[src/hdl/spi_ctrl_pkg.sv]
// Purpose: constants for the serial controller control, data and status block
// Assumes: 32-bit AXI4-Lite register bus, 10 MHz aclk
// Notes:   frame size and clock divider sit in a local config register
package spi_ctrl_pkg;
  localparam logic [31:0] CONFIG_ADDR      = 32'h40040000;
  localparam logic [31:0] CONTROL_ADDR     = 32'h40040004;
  localparam logic [31:0] DATA_ADDR        = 32'h40040008;
  localparam logic [31:0] STATUS_ADDR      = 32'h4004000C;
  localparam logic [11:0] ADDR_MASK        = 12'hFFF;
  localparam int          CTL_LOOPBACK     = 0;
  localparam int          CTL_ENABLE       = 1;
  localparam int          CTL_ROLE         = 2;
  localparam int          CTL_SOD          = 3;
  localparam int          ST_TFE           = 0;
  localparam int          ST_TNF           = 1;
  localparam int          ST_RNE           = 2;
  localparam int          ST_RFF           = 3;
  localparam int          ST_BSY           = 4;
  localparam int          FIFO_DEPTH       = 8;
  localparam int          PTR_W            = 3;
  localparam int          WORD_W           = 16;
  localparam logic [3:0]  SIZE_MIN_CODE    = 4'h3;
  localparam logic [3:0]  SIZE_RESET       = 4'h7;
  localparam logic [7:0]  DIV_RESET        = 8'h04;
  localparam logic [1:0]  RESP_OKAY        = 2'b00;
  localparam logic [1:0]  RESP_SLVERR      = 2'b10;
  typedef enum logic [1:0] {SH_IDLE, SH_LEAD, SH_TRAIL} shift_state_t;
endpackage

[src/hdl/spi_ctrl_data_status.sv]
// Purpose: control, data and status part of a synchronous serial controller
// Assumes: aclk at 10 MHz, slave serial clock at most aclk/12, mode 0 framing
// Notes:   select and data pins pass two flip-flops, serial clock three; status register is read only
// Functional notes
// - loopback feeds serial output back as input
// - controller idle while enable bit clear
// - role bit writable only while disabled
// - role zero: master drives clock, mosi, select
// - role one: slave drives only miso
// - output disable stops miso drive in slave
// - word starts at once when idle in master role, on select in slave role, else queued
// - data read pops oldest received frame
// - short received frames read right-justified, zero-filled
// - status bit0 transmit empty, resets one
// - status bit1 transmit not full, resets one
// - status bit2 receive not empty, resets zero
// - status bit3 receive full, resets zero
// - status bit4 busy while shifting or queued
// - size field codes three..fifteen give 4..16 bits
// - slave works up to aclk over twelve
//
// Implementation choice: the AXI4-Lite register port.
module spi_ctrl_data_status
  import spi_ctrl_pkg::*;
(
  input  wire logic        aclk,
  input  wire logic        aresetn,
  input  wire logic [31:0] s_axi_awaddr,
  input  wire logic        s_axi_awvalid,
  output logic             s_axi_awready,
  input  wire logic [31:0] s_axi_wdata,
  input  wire logic [3:0]  s_axi_wstrb,
  input  wire logic        s_axi_wvalid,
  output logic             s_axi_wready,
  output logic [1:0]       s_axi_bresp,
  output logic             s_axi_bvalid,
  input  wire logic        s_axi_bready,
  input  wire logic [31:0] s_axi_araddr,
  input  wire logic        s_axi_arvalid,
  output logic             s_axi_arready,
  output logic [31:0]      s_axi_rdata,
  output logic [1:0]       s_axi_rresp,
  output logic             s_axi_rvalid,
  input  wire logic        s_axi_rready,
  input  wire logic        sclk_in,
  output logic             sclk_out,
  output logic             sclk_oe,
  input  wire logic        ssel_n_in,
  output logic             ssel_n_out,
  output logic             ssel_n_oe,
  input  wire logic        mosi_in,
  output logic             mosi_out,
  output logic             mosi_oe,
  input  wire logic        miso_in,
  output logic             miso_out,
  output logic             miso_oe
);

  function automatic logic [PTR_W:0] ptr_inc(input logic [PTR_W:0] p);
    ptr_inc = p + 1'b1;
  endfunction

  function automatic logic addr_is(input logic [31:0] a, input logic [31:0] r);
    addr_is = (a[11:0] & ADDR_MASK) == (r[11:0] & ADDR_MASK);
  endfunction

  logic                  loopback_select_reg;
  logic                  controller_enable_reg;
  logic                  role_select_reg;
  logic                  slave_output_disable_reg;
  logic [3:0]            frame_size_field_reg;
  logic [7:0]            clk_div_reg;
  logic [WORD_W-1:0]     tx_mem [FIFO_DEPTH];
  logic [WORD_W-1:0]     rx_mem [FIFO_DEPTH];
  logic [PTR_W:0]        tx_wr_reg;
  logic [PTR_W:0]        tx_rd_reg;
  logic [PTR_W:0]        rx_wr_reg;
  logic [PTR_W:0]        rx_rd_reg;
  logic                  tx_fifo_empty;
  logic                  tx_fifo_full;
  logic                  rx_fifo_empty;
  logic                  rx_fifo_full;
  logic                  aw_hold_reg;
  logic                  w_hold_reg;
  logic [31:0]           aw_addr_reg;
  logic [31:0]           w_data_reg;
  logic                  w_strb0_reg;
  logic                  wr_fire;
  logic                  rd_fire;
  logic                  tx_push;
  logic                  rx_pop;
  shift_state_t          sh_state_reg;
  logic [WORD_W-1:0]     tx_shift_reg;
  logic [WORD_W-1:0]     rx_shift_reg;
  logic [4:0]            bit_cnt_reg;
  logic [4:0]            frame_bits;
  logic [7:0]            div_cnt_reg;
  logic                  tick;
  logic                  frame_done;
  logic                  tx_pop;
  logic [2:0]            sclk_sync_reg;
  logic [1:0]            ssel_sync_reg;
  logic [1:0]            mosi_sync_reg;
  logic [1:0]            miso_sync_reg;
  logic                  ser_out;
  logic                  ser_in;
  logic                  slv_rise;
  logic                  slv_fall;
  logic                  slv_sel;
  logic                  slv_sel_d_reg;
  logic                  busy_flag;
  logic                  master_sclk_reg;

  ////////////////////////////////////////////////////////////////////////////
  // status
  assign tx_fifo_empty = tx_wr_reg == tx_rd_reg;
  assign tx_fifo_full  = (tx_wr_reg[PTR_W] != tx_rd_reg[PTR_W])
                         && (tx_wr_reg[PTR_W-1:0] == tx_rd_reg[PTR_W-1:0]);
  assign rx_fifo_empty = rx_wr_reg == rx_rd_reg;
  assign rx_fifo_full  = (rx_wr_reg[PTR_W] != rx_rd_reg[PTR_W])
                         && (rx_wr_reg[PTR_W-1:0] == rx_rd_reg[PTR_W-1:0]);
  assign busy_flag     = (sh_state_reg != SH_IDLE) || !tx_fifo_empty;

  ////////////////////////////////////////////////////////////////////////////
  // axi4-lite write
  assign s_axi_awready = !aw_hold_reg && !s_axi_bvalid;
  assign s_axi_wready  = !w_hold_reg && !s_axi_bvalid;
  assign wr_fire       = aw_hold_reg && w_hold_reg && !s_axi_bvalid;
  assign tx_push       = wr_fire && addr_is(aw_addr_reg, DATA_ADDR)
                         && !tx_fifo_full;

  always_ff @(posedge aclk)
  begin
    if (!aresetn)
    begin
      aw_hold_reg <= 1'b0;
      w_hold_reg  <= 1'b0;
      aw_addr_reg <= 32'h00000000;
      w_data_reg  <= 32'h00000000;
      w_strb0_reg <= 1'b0;
    end
    else if (wr_fire)
    begin
      aw_hold_reg <= 1'b0;
      w_hold_reg  <= 1'b0;
    end
    else
    begin
      if (s_axi_awvalid && s_axi_awready)
      begin
        aw_hold_reg <= 1'b1;
        aw_addr_reg <= s_axi_awaddr;
      end
      if (s_axi_wvalid && s_axi_wready)
      begin
        w_hold_reg <= 1'b1;
        w_data_reg  <= s_axi_wdata;
        w_strb0_reg <= s_axi_wstrb[0];
      end
    end
  end

  always_ff @(posedge aclk)
  begin
    if (!aresetn)
    begin
      s_axi_bvalid <= 1'b0;
      s_axi_bresp  <= RESP_OKAY;
    end
    else if (wr_fire)
    begin
      s_axi_bvalid <= 1'b1;
      s_axi_bresp  <= (addr_is(aw_addr_reg, CONFIG_ADDR) || addr_is(aw_addr_reg, CONTROL_ADDR)
                       || addr_is(aw_addr_reg, DATA_ADDR) || addr_is(aw_addr_reg, STATUS_ADDR))
                      ? RESP_OKAY : RESP_SLVERR;
    end
    else if (s_axi_bready)
    begin
      s_axi_bvalid <= 1'b0;
    end
  end

  // control and config registers; byte lane zero strobe gates every field
  always_ff @(posedge aclk)
  begin
    if (!aresetn)
    begin
      loopback_select_reg      <= 1'b0;
      controller_enable_reg    <= 1'b0;
      role_select_reg          <= 1'b0;
      slave_output_disable_reg <= 1'b0;
      frame_size_field_reg     <= SIZE_RESET;
      clk_div_reg              <= DIV_RESET;
    end
    else if (wr_fire && w_strb0_reg)
    begin
      if (addr_is(aw_addr_reg, CONTROL_ADDR))
      begin
        loopback_select_reg      <= w_data_reg[CTL_LOOPBACK];
        controller_enable_reg    <= w_data_reg[CTL_ENABLE];
        slave_output_disable_reg <= w_data_reg[CTL_SOD];
        if (!controller_enable_reg)
        begin
          role_select_reg <= w_data_reg[CTL_ROLE];
        end
      end
      if (addr_is(aw_addr_reg, CONFIG_ADDR))
      begin
        frame_size_field_reg <= (w_data_reg[3:0] < SIZE_MIN_CODE) ? SIZE_MIN_CODE : w_data_reg[3:0];
        clk_div_reg          <= (w_data_reg[15:8] == 8'h00) ? 8'h01 : w_data_reg[15:8];
      end
    end
  end

  ////////////////////////////////////////////////////////////////////////////
  // axi4-lite read
  assign s_axi_arready = !s_axi_rvalid;
  assign rd_fire       = s_axi_arvalid && s_axi_arready;
  assign rx_pop        = rd_fire && addr_is(s_axi_araddr, DATA_ADDR) && !rx_fifo_empty;

  always_ff @(posedge aclk)
  begin
    if (!aresetn)
    begin
      s_axi_rvalid <= 1'b0;
      s_axi_rdata  <= 32'h00000000;
      s_axi_rresp  <= RESP_OKAY;
    end
    else if (rd_fire)
    begin
      s_axi_rvalid <= 1'b1;
      s_axi_rresp  <= RESP_OKAY;
      s_axi_rdata  <= 32'h00000000;
      if (addr_is(s_axi_araddr, CONTROL_ADDR))
      begin
        s_axi_rdata[CTL_LOOPBACK] <= loopback_select_reg;
        s_axi_rdata[CTL_ENABLE]   <= controller_enable_reg;
        s_axi_rdata[CTL_ROLE]     <= role_select_reg;
        s_axi_rdata[CTL_SOD]      <= slave_output_disable_reg;
      end
      else if (addr_is(s_axi_araddr, CONFIG_ADDR))
      begin
        s_axi_rdata[3:0]  <= frame_size_field_reg;
        s_axi_rdata[15:8] <= clk_div_reg;
      end
      else if (addr_is(s_axi_araddr, DATA_ADDR))
      begin
        if (!rx_fifo_empty)
        begin
          s_axi_rdata[WORD_W-1:0] <= rx_mem[rx_rd_reg[PTR_W-1:0]];
        end
      end
      else if (addr_is(s_axi_araddr, STATUS_ADDR))
      begin
        s_axi_rdata[ST_TFE] <= tx_fifo_empty;
        s_axi_rdata[ST_TNF] <= !tx_fifo_full;
        s_axi_rdata[ST_RNE] <= !rx_fifo_empty;
        s_axi_rdata[ST_RFF] <= rx_fifo_full;
        s_axi_rdata[ST_BSY] <= busy_flag;
      end
      else
      begin
        s_axi_rresp <= RESP_SLVERR;
      end
    end
    else if (s_axi_rready)
    begin
      s_axi_rvalid <= 1'b0;
    end
  end

  ////////////////////////////////////////////////////////////////////////////
  // fifos
  always_ff @(posedge aclk)
  begin
    if (!aresetn)
    begin
      tx_wr_reg <= '0;
      tx_rd_reg <= '0;
    end
    else
    begin
      if (tx_push)
      begin
        tx_mem[tx_wr_reg[PTR_W-1:0]] <= w_data_reg[WORD_W-1:0];
        tx_wr_reg <= ptr_inc(tx_wr_reg);
      end
      if (tx_pop)
      begin
        tx_rd_reg <= ptr_inc(tx_rd_reg);
      end
    end
  end

  // a received frame while full is dropped
  always_ff @(posedge aclk)
  begin
    if (!aresetn)
    begin
      rx_wr_reg <= '0;
      rx_rd_reg <= '0;
    end
    else
    begin
      if (frame_done && !rx_fifo_full)
      begin
        rx_mem[rx_wr_reg[PTR_W-1:0]] <= rx_shift_reg;
        rx_wr_reg <= ptr_inc(rx_wr_reg);
      end
      if (rx_pop)
      begin
        rx_rd_reg <= ptr_inc(rx_rd_reg);
      end
    end
  end

  ////////////////////////////////////////////////////////////////////////////
  // pin synchronisers and serial datapath
  always_ff @(posedge aclk)
  begin
    if (!aresetn)
    begin
      sclk_sync_reg <= 3'b000;
      ssel_sync_reg <= 2'b11;
      mosi_sync_reg <= 2'b00;
      miso_sync_reg <= 2'b00;
      slv_sel_d_reg <= 1'b0;
    end
    else
    begin
      sclk_sync_reg <= {sclk_sync_reg[1:0], sclk_in};
      ssel_sync_reg <= {ssel_sync_reg[0], ssel_n_in};
      mosi_sync_reg <= {mosi_sync_reg[0], mosi_in};
      miso_sync_reg <= {miso_sync_reg[0], miso_in};
      slv_sel_d_reg <= slv_sel;
    end
  end

  assign frame_bits = {1'b0, frame_size_field_reg} + 5'd1;
  assign ser_out    = tx_shift_reg[WORD_W-1];
  assign ser_in     = loopback_select_reg ? ser_out
                      : (role_select_reg ? mosi_sync_reg[1] : miso_sync_reg[1]);
  assign slv_sel    = controller_enable_reg && role_select_reg && !ssel_sync_reg[1];
  // edges from second and third stage; needs clock at most aclk/12
  assign slv_rise   = sclk_sync_reg[2:1] == 2'b01;
  assign slv_fall   = sclk_sync_reg[2:1] == 2'b10;
  assign tick       = div_cnt_reg == 8'h00;
  assign tx_pop     = (sh_state_reg == SH_IDLE) && controller_enable_reg && !tx_fifo_empty
                      && (!role_select_reg || (slv_sel && !slv_sel_d_reg));
  assign frame_done = (sh_state_reg == SH_TRAIL) && (bit_cnt_reg == frame_bits)
                      && (role_select_reg ? 1'b1 : tick);

  always_ff @(posedge aclk)
  begin
    if (!aresetn || !controller_enable_reg)
    begin
      div_cnt_reg <= 8'h00;
    end
    else if (tick || sh_state_reg == SH_IDLE)
    begin
      // reload while idle so the first half-period is full length
      div_cnt_reg <= clk_div_reg - 8'h01;
    end
    else
    begin
      div_cnt_reg <= div_cnt_reg - 8'h01;
    end
  end

  always_ff @(posedge aclk)
  begin
    if (!aresetn || !controller_enable_reg)
    begin
      sh_state_reg    <= SH_IDLE;
      tx_shift_reg    <= '0;
      rx_shift_reg    <= '0;
      bit_cnt_reg     <= 5'd0;
      master_sclk_reg <= 1'b0;
    end
    else
    begin
      unique case (sh_state_reg)
        SH_IDLE:
        begin
          master_sclk_reg <= 1'b0;
          if (tx_pop)
          begin
            tx_shift_reg <= tx_mem[tx_rd_reg[PTR_W-1:0]] << (5'd16 - frame_bits);
            rx_shift_reg <= '0;
            bit_cnt_reg  <= 5'd0;
            sh_state_reg <= SH_LEAD;
          end
        end
        SH_LEAD:
        begin
          if (role_select_reg ? slv_rise : tick)
          begin
            master_sclk_reg <= 1'b1;
            rx_shift_reg    <= {rx_shift_reg[WORD_W-2:0], ser_in};
            bit_cnt_reg     <= bit_cnt_reg + 5'd1;
            sh_state_reg    <= SH_TRAIL;
          end
          else if (role_select_reg && !slv_sel)
          begin
            sh_state_reg <= SH_IDLE;
          end
        end
        SH_TRAIL:
        begin
          if (frame_done)
          begin
            master_sclk_reg <= 1'b0;
            sh_state_reg    <= SH_IDLE;
          end
          else if (role_select_reg ? slv_fall : tick)
          begin
            master_sclk_reg <= 1'b0;
            tx_shift_reg    <= {tx_shift_reg[WORD_W-2:0], 1'b0};
            sh_state_reg    <= SH_LEAD;
          end
        end
      endcase
    end
  end

  ////////////////////////////////////////////////////////////////////////////
  // pin drivers
  assign sclk_out   = master_sclk_reg;
  assign sclk_oe    = controller_enable_reg && !role_select_reg;
  assign ssel_n_out = sh_state_reg == SH_IDLE;
  assign ssel_n_oe  = controller_enable_reg && !role_select_reg;
  assign mosi_out   = ser_out;
  assign mosi_oe    = controller_enable_reg && !role_select_reg;
  assign miso_out   = ser_out;
  assign miso_oe    = controller_enable_reg && role_select_reg && slv_sel
                      && !slave_output_disable_reg;

endmodule

[config.mk]
export PLATFORM = sky130hd
export DESIGN_NAME = spi_ctrl_data_status
export DESIGN_NICKNAME = d
export VERILOG_FILES = /design/src/hdl/spi_ctrl_pkg.sv /design/src/hdl/spi_ctrl_data_status.sv
export SDC_FILE = /design/constraint.sdc
export NUM_CORES = 1
export LEC_CHECK = 0
export BUFFER_PORTS_ARGS = -buffer_cell sky130_fd_sc_hd__buf_4
export CAP_MARGIN = 0
export CELL_PAD_IN_SITES_DETAIL_PLACEMENT = 1
export CELL_PAD_IN_SITES_GLOBAL_PLACEMENT = 2
export CORE_ASPECT_RATIO = 0.75
export CORE_MARGIN = 2
export CORE_UTILIZATION = 38
export CTS_BUF_LIST = sky130_fd_sc_hd__clkbuf_16
export DETAILED_ROUTE_END_ITERATION = 8
export GPL_TIMING_DRIVEN = 1
export PLACE_DENSITY_LB_ADDON = 0.1
export SLEW_MARGIN = 40
export SYNTH_ARGS = -nofsm -noshare
export SYNTH_HDL_FRONTEND = slang
export SYNTH_SLANG_ARGS = --single-unit
export TNS_END_PERCENT = 50
[constraint.sdc]
create_clock -name aclk -period 3.7 [get_ports aclk]
set_input_delay 0.185 -clock aclk [delete_from_list [all_inputs] [get_ports aclk]]
set_output_delay 0.185 -clock aclk [all_outputs]
set_load 0.02 [all_outputs]
==> reports/qor.txt, run 1 <==
Register area share after synthesis: 61.3%
Vias per Instance: 5.38
YS warnings: 0
Largest net degree at the start of global routing: 52
First-pass GRT wire length: 71,300 um
Crit-path cells: ha_1 > inv_1 > o31a_1 > a31o_2 > nor3_1 > nand3_1 > nor2_1 > buf_4
Worst Hold Class: input port to flip-flop
Fin crit period: 3.28 ns
Max-slew headroom: 44.1%
Post-route DRC: 0
Die height: 189 um
Compound-cell area share of the yosys netlist: 8.12%
Vias: 11.0k
# fillers: 4,505
Worst hold margin: 0.104 ns
CORE AREA: 0.0448 mm2
WP buf/inv: 2
# H-tree levels: 2
Post-DRT Antenna Nets: 0
Final wirelength: 46,300 um
CP max stage delay: 0.69 ns
Worst-Margin Slew: 0.832 ns
Final core utilization: 45.7%
Commonest non-fill, non-tap cell in the layout: edfxtp_1
Final HPWL DP: 30,700 um
Post-Synth XOR/XNOR Area: 1.62%
CP delay by family, top: simple AND/OR/NAND/NOR gates
Area after DPL: 0.0187 mm2
F_max: 305 MHz
Crit path DAT: 3.49 ns
Ports: 160
Cts hold-fix bufs: 37
Maximum fanout along the worst path: 16
Total clock sinks: 403
Finished Cell Area: 0.0205 mm2
Post-synthesis simple-gate area fraction: 10.7%
Pwr Density: 461 mW/mm2
Unrepaired setup endpoints after global routing: no
Die area: 0.0473 mm2
Final WS setup: 0.423 ns
Status: completed
Asr flop ratio synth: 0%
Setup Viol. Count Final: 0
Nets: 1,541
Worst skew pair latency: 0.57 ns
Top_reg_cell synth: edfxtp_1
Endpoints failing hold: 0
CP required: 3.91 ns
Row cnt: 67
Pleak: 7.02 nW
Post-CTS Setup Bufs: 0
Layout cells sized above 1: 21.4%
Initial antenna violation count: 0
Largest family of logic cells by synthesized area: multiplexers
Most frequent cells in the layout: edfxtp_1, dfxtp_1, buf_4
Number of max-cap violations: 0
Netlist cell types: 76
Die width: 251 um
Initial DRC count: 679
Longest Clk Path Bufs: 3
Setup TNS: 0 ns
Startpoint Class: flip-flop
Post-synth EDFFs: 256
Vias in the first global route: 11.4k
Mux contribution to synthesized area: 14.5%
Pre-CTS setup slack: 0.466 ns
Starting Density: 38.6%
Fin crit share: 88.6%
Overall routing resource usage: 19.9%
Syn Area/Cell: 13.5 um2
Root Driver: clkbuf_16
Crit. End Element: flip-flop
Yosys reg bits: 403
Port Buf Inserts: 82
Grt total ovfl: 0
Post_cts resized: 0
Post-Synth Adder-Cell Area: 0.505%
Clock slew at reported path FFs: 0.06 ns
Final Skew: 0.0218 ns
Slowest CP cell: nor3_1
Area grow syn2layout: 18.3%
Final Max Slew Viols: 0
Detailed Routing Iterations Pass 1: 5
TritonCTS buffer count: 43
GP Congestion: 0.770
# diodes: 0
Post-Syn Area: 0.0173 mm2
Wire per inst: 22.7 um
Cells after Synth: 1,288
Kind of critical path: flip-flop to flip-flop
Multi-input logic area: 0.00623 mm2
CTS tree: yes
Sequential Area: 0.0106 mm2
Peak VDD IR: 0.000361 V
synth_stat cells, types with 23 or more instances:
cell type  number  area (um2)
a21boi_0       37         278
a21oi_1        43         215
and2_1         29         181
clkbuf_1       50         188
dfxtp_1       147        2940
edfxtp_1      256        7690
mux2i_1        56         561
mux4_2         78        1760
nand2_1       124         465
nand3_1        34         170
nor2_1         67         251
nor2b_1        37         231
nor3_1         23         115
o21ai_0        35         175
stage by stage:
step	instances	total power, mW
after floorplan	1305	5.04
after global placement	1926	5.14
after detailed placement	1926	5.14
after CTS	2042	9.56
after global routing	2043	9.76
final	2043	9.44
layout make-up:
type | count | share of cell area (%)
clock buffers | 46 | 5.62
clock inverters | 33 | 1.35
inverters | 15 | 0.275
multi-input cells | 788 | 30.4
flip-flops and latches | 403 | 51.9
well taps | 586 | 3.58
repair buffers | 172 | 6.89
cell families after synthesis:
logic type	count (synthesis)
AOI/OAI and AO/OA	206
xor gates and xnor gates	32
adders and majority gates	7
buffers and inverters	114
DFF	403
muxes	150
other	1
and+or+nand+nor	375
where the power goes:
group          switching [mW]  internal [mW]
combinational           0.121          0.111
clock                    1.78           2.59
sequential             0.0575           4.78
total                    1.96           7.48
tightest hold or removal path: cells and delay by family:
| kind | cells | cell delay, ns |
|---|---|---|
| simple gates | 4 | 0.38 |
| buf+inv | 1 | 0.08 |
routing by layer:
layer	vias to the layer above	part of all wire, %	global-route usage (%)
li1	5099	-	-
met1	5660	53	31.3
met2	192	42	28.8
met3	47	3.6	2.96
met4	0	1.3	4.40
met5	-	0	0
worst paths after layout:
path / endpoint / start / cells after the start / slack [ns]
worst max-delay path: rx_mem[7][12] / frame_size_field_reg[1] / 8 / 0.42
worst min-delay path: s_axi_rresp[1] / s_axi_araddr[4] / 5 / 0.10
worst max register to register: rx_mem[7][12] / frame_size_field_reg[1] / 8 / 0.42
worst min register to register: ssel_sync_reg[1] / ssel_sync_reg[0] / 1 / 0.41
Power figures use the tool's default switching activity.
==> run 2: changes to the inputs <==
- CORE_UTILIZATION: 38 -> 42
- clock period: 3.7 -> 3.19 ns (I/O delays scaled with it)
==> run 2 against run 1 <==
- worst hold slack got worse by 0.071 ns
- utilization up 4.5 points
- total power increased by 14%
- via count increased by 1.5%
- setup slack got worse by 0.020 ns
- clock power up 11%
- clock-buffer cell count down 2
- design area is 0.12% lower
- routed wire length barely moved
- highest routed layer unchanged
- non-clock buffer count is 17 higher
- sequential cell count stayed put
==> reports/qor.txt, run 2 (synthesis results as in run 1) <==
CTS tree: yes (unchanged)
Crit. End Element: flip-flop (unchanged)
Post-CTS Setup Bufs: 0 (unchanged)
CP delay by family, top: multiplexers (was simple AND/OR/NAND/NOR gates)
Hold_sp: aresetn (was s_axi_araddr[4])
Max-slew headroom: 47.0% (was 44.1%)
Die area: 0.0429 mm2 (was 0.0473 mm2)
Maximum fanout along the worst path: 18 (was 16)
Final HPWL DP: 31,300 um (was 30,700 um)
Overall routing resource usage: 22.0% (was 19.9%)
Final Skew: 0.0214 ns (was 0.0218 ns)
Die height: 180 um (was 189 um)
Wire per inst: 23.1 um (was 22.7 um)
Port Buf Inserts: 82 (unchanged)
CP required: 3.62 ns (was 3.91 ns)
Status: completed (unchanged)
Pre-CTS setup slack: 0.405 ns (was 0.466 ns)
Area after DPL: 0.0187 mm2 (about the same)
# diodes: 0 (unchanged)
Final wirelength: 46,300 um (about the same)
Post-route DRC: 0 (unchanged)
Endpoints failing hold: 0 (unchanged)
# H-tree levels: 2 (unchanged)
Starting Density: 42.5% (was 38.6%)
Final WS setup: 0.403 ns (was 0.423 ns)
TritonCTS buffer count: 43 (unchanged)
Area grow syn2layout: 18.2% (was 18.3%)
Crit path DAT: 3.22 ns (was 3.49 ns)
Final Max Slew Viols: 0 (unchanged)
Pwr Density: 524 mW/mm2 (was 461 mW/mm2)
Clock slew at reported path FFs: 0.07 ns (was 0.06 ns)
Fin crit share: 87.4% (was 88.6%)
Vias per Instance: 5.58 (was 5.38)
First-pass GRT wire length: 71,700 um (was 71,300 um)
Finished Cell Area: 0.0205 mm2 (about the same)
Most frequent cells in the layout: edfxtp_1, buf_4, dfxtp_1 (was edfxtp_1, dfxtp_1, buf_4)
Detailed Routing Iterations Pass 1: 5 (unchanged)
Row cnt: 64 (was 67)
WP buf/inv: 1 (was 2)
Largest net degree at the start of global routing: 54 (was 52)
Tot Pwr: 10.7 mW (was 9.44 mW)
Worst skew pair latency: 0.56 ns (was 0.57 ns)
Root Driver: clkbuf_16 (unchanged)
Ports: 160 (unchanged)
Register-to-register setup slack: 0.40 ns (was 0.42 ns)
Layout cells sized above 1: 22.1% (was 21.4%)
Initial antenna violation count: 0 (unchanged)
Crit-path cells: buf_4 > mux4_2 > mux2i_1 > mux2i_1 > a2bb2oi_1 > a221oi_1 > a21oi_1 (was ha_1 > inv_1 > o31a_1 > a31o_2 > nor3_1 > nand3_1 > nor2_1 > buf_4)
Worst hold margin: 0.0338 ns (was 0.104 ns)
Final core utilization: 50.2% (was 45.7%)
Pleak: 6.98 nW (was 7.02 nW)
Initial DRC count: 765 (was 679)
Startpoint Class: flip-flop (unchanged)
Most common cell on crit path: mux2i_1
Slowest CP cell: dfxtp_2 (was nor3_1)
CP max stage delay: 0.67 ns (was 0.69 ns)
CORE AREA: 0.0408 mm2 (was 0.0448 mm2)
Die width: 239 um (was 251 um)
Unrepaired setup endpoints after global routing: no (unchanged)
Worst Hold Class: input port to flip-flop (unchanged)
GP Congestion: 0.804 (was 0.770)
Nets: 1,558 (was 1,541)
Number of max-cap violations: 0 (unchanged)
Setup Viol. Count Final: 0 (unchanged)
Kind of critical path: flip-flop to flip-flop (unchanged)
# fillers: 4,019 (was 4,505)
Fin crit period: 2.79 ns (was 3.28 ns)
Peak VDD IR: 0.000415 V (was 0.000361 V)
Longest Clk Path Bufs: 3 (unchanged)
Vias: 11.2k (was 11.0k)
Worst-Margin Slew: 0.795 ns (was 0.832 ns)
Commonest non-fill, non-tap cell in the layout: edfxtp_1 (unchanged)
Vias in the first global route: 11.5k (was 11.4k)
Total clock sinks: 403 (unchanged)
F_max: 359 MHz (was 305 MHz)
Post-DRT Antenna Nets: 0 (unchanged)
Grt total ovfl: 0 (unchanged)
## run 2: cell types whose count changed in the layout (fill, tap and decap cells not counted), sizes merged
cell,change
buf,+17
bufinv,-2
clkbuf,-2
clkinv,+2
clkinvlp,+1
inv,+1
## run 2: power by group
group | switching [mW] | leakage [nW] | internal (mW)
clock network | 2.09 | 0.693 | 2.76
logic | 0.146 | 2.76 | 0.130
registers | 0.0650 | 3.53 | 5.55
total | 2.30 | 6.98 | 8.44
## run 2: cell type report
cell class | instances | area [um2] | area share [%]
sequential | 403 | 10600 | 51.9
multi-input combinational | 788 | 6230 | 30.4
timing repair buffer | 189 | 1540 | 7.50
clock buffer | 44 | 1100 | 5.38
tap | 528 | 661 | 3.23
clock inverter | 35 | 263 | 1.28
inverter | 15 | 56.3 | 0.275
## run 2: worst paths after layout
kind | endpoint | depth (start not counted)
worst min-delay path | frame_size_field_reg[0] | 2
worst max-delay path | tx_shift_reg[11] | 7
worst min register to register | ssel_sync_reg[1] | 1
worst max register to register | tx_shift_reg[11] | 7
## run 2: timing repair
item / in CTS / in global routing
hold buffers: 37 / 0
hold endpoints to repair: 36 / 0
resized for setup: 0 / 0
## run 2: through the flow
step           setup TNS [ns]  std cells
2_1_floorplan           -4.54       1305
3_3_place_gp                0       1886
3_5_place_dp                0       1886
4_1_cts                     0       2002
5_1_grt                     0       2002
6_report                    0       2002
## run 2: layer usage
metal	GRT usage [%]	vias to the layer above	wire, um
li1	-	5141	-
met1	35.2	5729	24000
met2	31.5	245	19500
met3	3.70	49	2240
met4	4.13	0	653
met5	0	-	0
==> run 3: changes to the inputs <==
- REMOVE_ABC_BUFFERS: not set -> 1
==> run 3 against run 2 <==
- register-to-register slack barely moved
- sequential cell count unchanged
- combinational power is essentially flat
- critical endpoint is now rx_mem[1][11]
- largest power group unchanged
- highest routed layer unchanged
==> reports/qor.txt, run 3 (synthesis results as in run 1) <==
Status: completed (unchanged)
Post_cts resized: 0 (unchanged)
Vias in the first global route: 11.3k (was 11.5k)
Row cnt: 64 (unchanged)
Maximum fanout along the worst path: 16 (was 18)
Detailed Routing Iterations Pass 1: 4 (was 5)
Starting Density: 42.5% (unchanged)
Final WS setup: 0.389 ns (was 0.403 ns)
Post-route DRC: 0 (unchanged)
Startpoint Class: flip-flop (unchanged)
Crit. Startpoint: frame_size_field_reg[1]
Top layer in use: met4 (unchanged)
Setup Viol. Count Final: 0 (unchanged)
Most frequent cells in the layout: edfxtp_1, dfxtp_1, buf_4 (was edfxtp_1, buf_4, dfxtp_1)
Inst Count DP: 1,866 (was 1,886)
Clock slew at reported path FFs: 0.06 ns (was 0.07 ns)
Kind of critical path: flip-flop to flip-flop (unchanged)
Largest net degree at the start of global routing: 59 (was 54)
Area grow syn2layout: 17.0% (was 18.2%)
Overall routing resource usage: 21.3% (was 22.0%)
Worst R2R Start: frame_size_field_reg[1]
Crit path DAT: 3.00 ns (was 3.22 ns)
Longest Clk Path Bufs: 3 (unchanged)
Die area: 0.0429 mm2 (unchanged)
Worst-Margin Slew: 0.764 ns (was 0.795 ns)
Cts hold-fix bufs: 36 (was 37)
Endpoints failing hold: 0 (unchanged)
CP delay by family, top: buffers and inverters (was multiplexers)
Number of max-cap violations: 0 (unchanged)
Max-slew headroom: 47.7% (was 47.0%)
Initial DRC count: 920 (was 765)
Nets: 1,536 (was 1,558)
TritonCTS buffer count: 42 (was 43)
Vias per Instance: 5.56 (was 5.58)
Post-DRT Antenna Nets: 0 (unchanged)
CORE AREA: 0.0408 mm2 (unchanged)
Layout cells sized above 1: 21.0% (was 22.1%)
Ports: 160 (unchanged)
Pre-CTS setup slack: 0.459 ns (was 0.405 ns)
Final core utilization: 49.7% (was 50.2%)
Pleak: 6.84 nW (was 6.98 nW)
# diodes: 0 (unchanged)
Worst hold margin: 0.0627 ns (was 0.0338 ns)
Peak VDD IR: 0.000364 V (was 0.000415 V)
Register-to-register setup slack: 0.39 ns (was 0.40 ns)
Finished Layout Cells: 1,979 (was 2,002)
CTS tree: yes (unchanged)
Wire per inst: 22.6 um (was 23.1 um)
Multi-input logic area: 0.00623 mm2 (about the same)
First-pass GRT wire length: 69,700 um (was 71,700 um)
Worst Hold Class: input port to flip-flop (unchanged)
Sequential Area: 0.0106 mm2 (unchanged)
Final HPWL DP: 29,700 um (was 31,300 um)
Grt total ovfl: 0 (unchanged)
Post-CTS Setup Bufs: 0 (unchanged)
Commonest non-fill, non-tap cell in the layout: edfxtp_1 (unchanged)
Unrepaired setup endpoints after global routing: no (unchanged)
Fin crit period: 2.80 ns (was 2.79 ns)
Fin crit share: 87.8% (was 87.4%)
CP required: 3.39 ns (was 3.62 ns)
Tot Pwr: 10.5 mW (was 10.7 mW)
WP buf/inv: 3 (was 1)
Final wirelength: 44,700 um (was 46,300 um)
Root Driver: clkbuf_16 (unchanged)
Final Skew: 0.0199 ns (was 0.0214 ns)
Die height: 180 um (unchanged)
GP Congestion: 0.771 (was 0.804)
Wire length on met2: 19,500 um (about the same)
Pwr Density: 520 mW/mm2 (was 524 mW/mm2)
Initial antenna violation count: 0 (unchanged)
# fillers: 4,060 (was 4,019)
CP max stage delay: 0.43 ns (was 0.67 ns)
Crit-path cells: ha_1 > inv_1 > o31a_1 > a31o_2 > nor3_1 > buf_4 > nand3b_1 > nor2_1 > buf_4 (was buf_4 > mux4_2 > mux2i_1 > mux2i_1 > a2bb2oi_1 > a221oi_1 > a21oi_1)
Die width: 239 um (unchanged)
Worst skew pair latency: 0.55 ns (was 0.56 ns)
Total clock sinks: 403 (unchanged)
Hold_sp: s_axi_araddr[3] (was aresetn)
M1 WL: 22,700 um (was 24,000 um)
Crit. End Element: flip-flop (unchanged)
Most common cell on crit path: buf_4 (was mux2i_1)
Port Buf Inserts: 82 (unchanged)
F_max: 357 MHz (was 359 MHz)
Vias: 11.0k (was 11.2k)
# H-tree levels: 2 (unchanged)
WL met3: 2020 um (was 2240 um)
Slowest CP cell: dfxtp_1 (was dfxtp_2)
Final Max Slew Viols: 0 (unchanged)
-- run 3: cell types whose count changed in the layout (fill, tap and decap cells not counted), sizes merged --
cell	change
clkinv	+3
inv	-2
clkinvlp	-1
clkbuf	-1
buf	-20
bufinv	-1
dlygate4sd3	-1
-- run 3: report_power, final --
part	total, mW	internal (mW)	switching, mW
clock network	4.66	2.61	2.04
registers	5.61	5.55	0.0569
logic	0.273	0.128	0.145
-- run 3: final timing paths --
path / end / cells past startpoint
min reg2reg: ssel_sync_reg[1] / 1
max: rx_mem[1][11] / 9
max reg2reg: rx_mem[1][11] / 9
min: s_axi_rdata[4] / 3
-- run 3: worst reg2reg max path: cells and delay by family (launching register included) --
family                     cells  cell delay, ns
buffers and inverters          3            0.62
AOI/OAI and AO/OA              2            0.56
and+or+nand+nor                3            0.52
DFF                            1            0.43
adders and majority gates      1            0.29
-- run 3: stage by stage --
stage	instance area (um2)	setup TNS, ns
floorplan	16900	-94.01
global placement	18600	0
detailed placement	18600	0
CTS	20300	0
global route	20300	0
finish	20300	0
-- run 3: final cells by class --
type / count / share of cell area (%)
Inverter: 15 / 0.278
Sequential cell: 403 / 52.5
Clock buffer: 43 / 5.31
Clock inverter: 34 / 1.06
Timing Repair Buffer: 168 / 6.91
Multi-Input combinational cell: 788 / 30.7
Tap cell: 528 / 3.26
-- run 3: routing by layer --
metal | up-vias | track usage (%)
met1 | 5640 | 34.1
li1 | 5101 | -
met2 | 236 | 31.3
met4 | 0 | 3.43
met3 | 36 | 2.98
met5 | - | 0
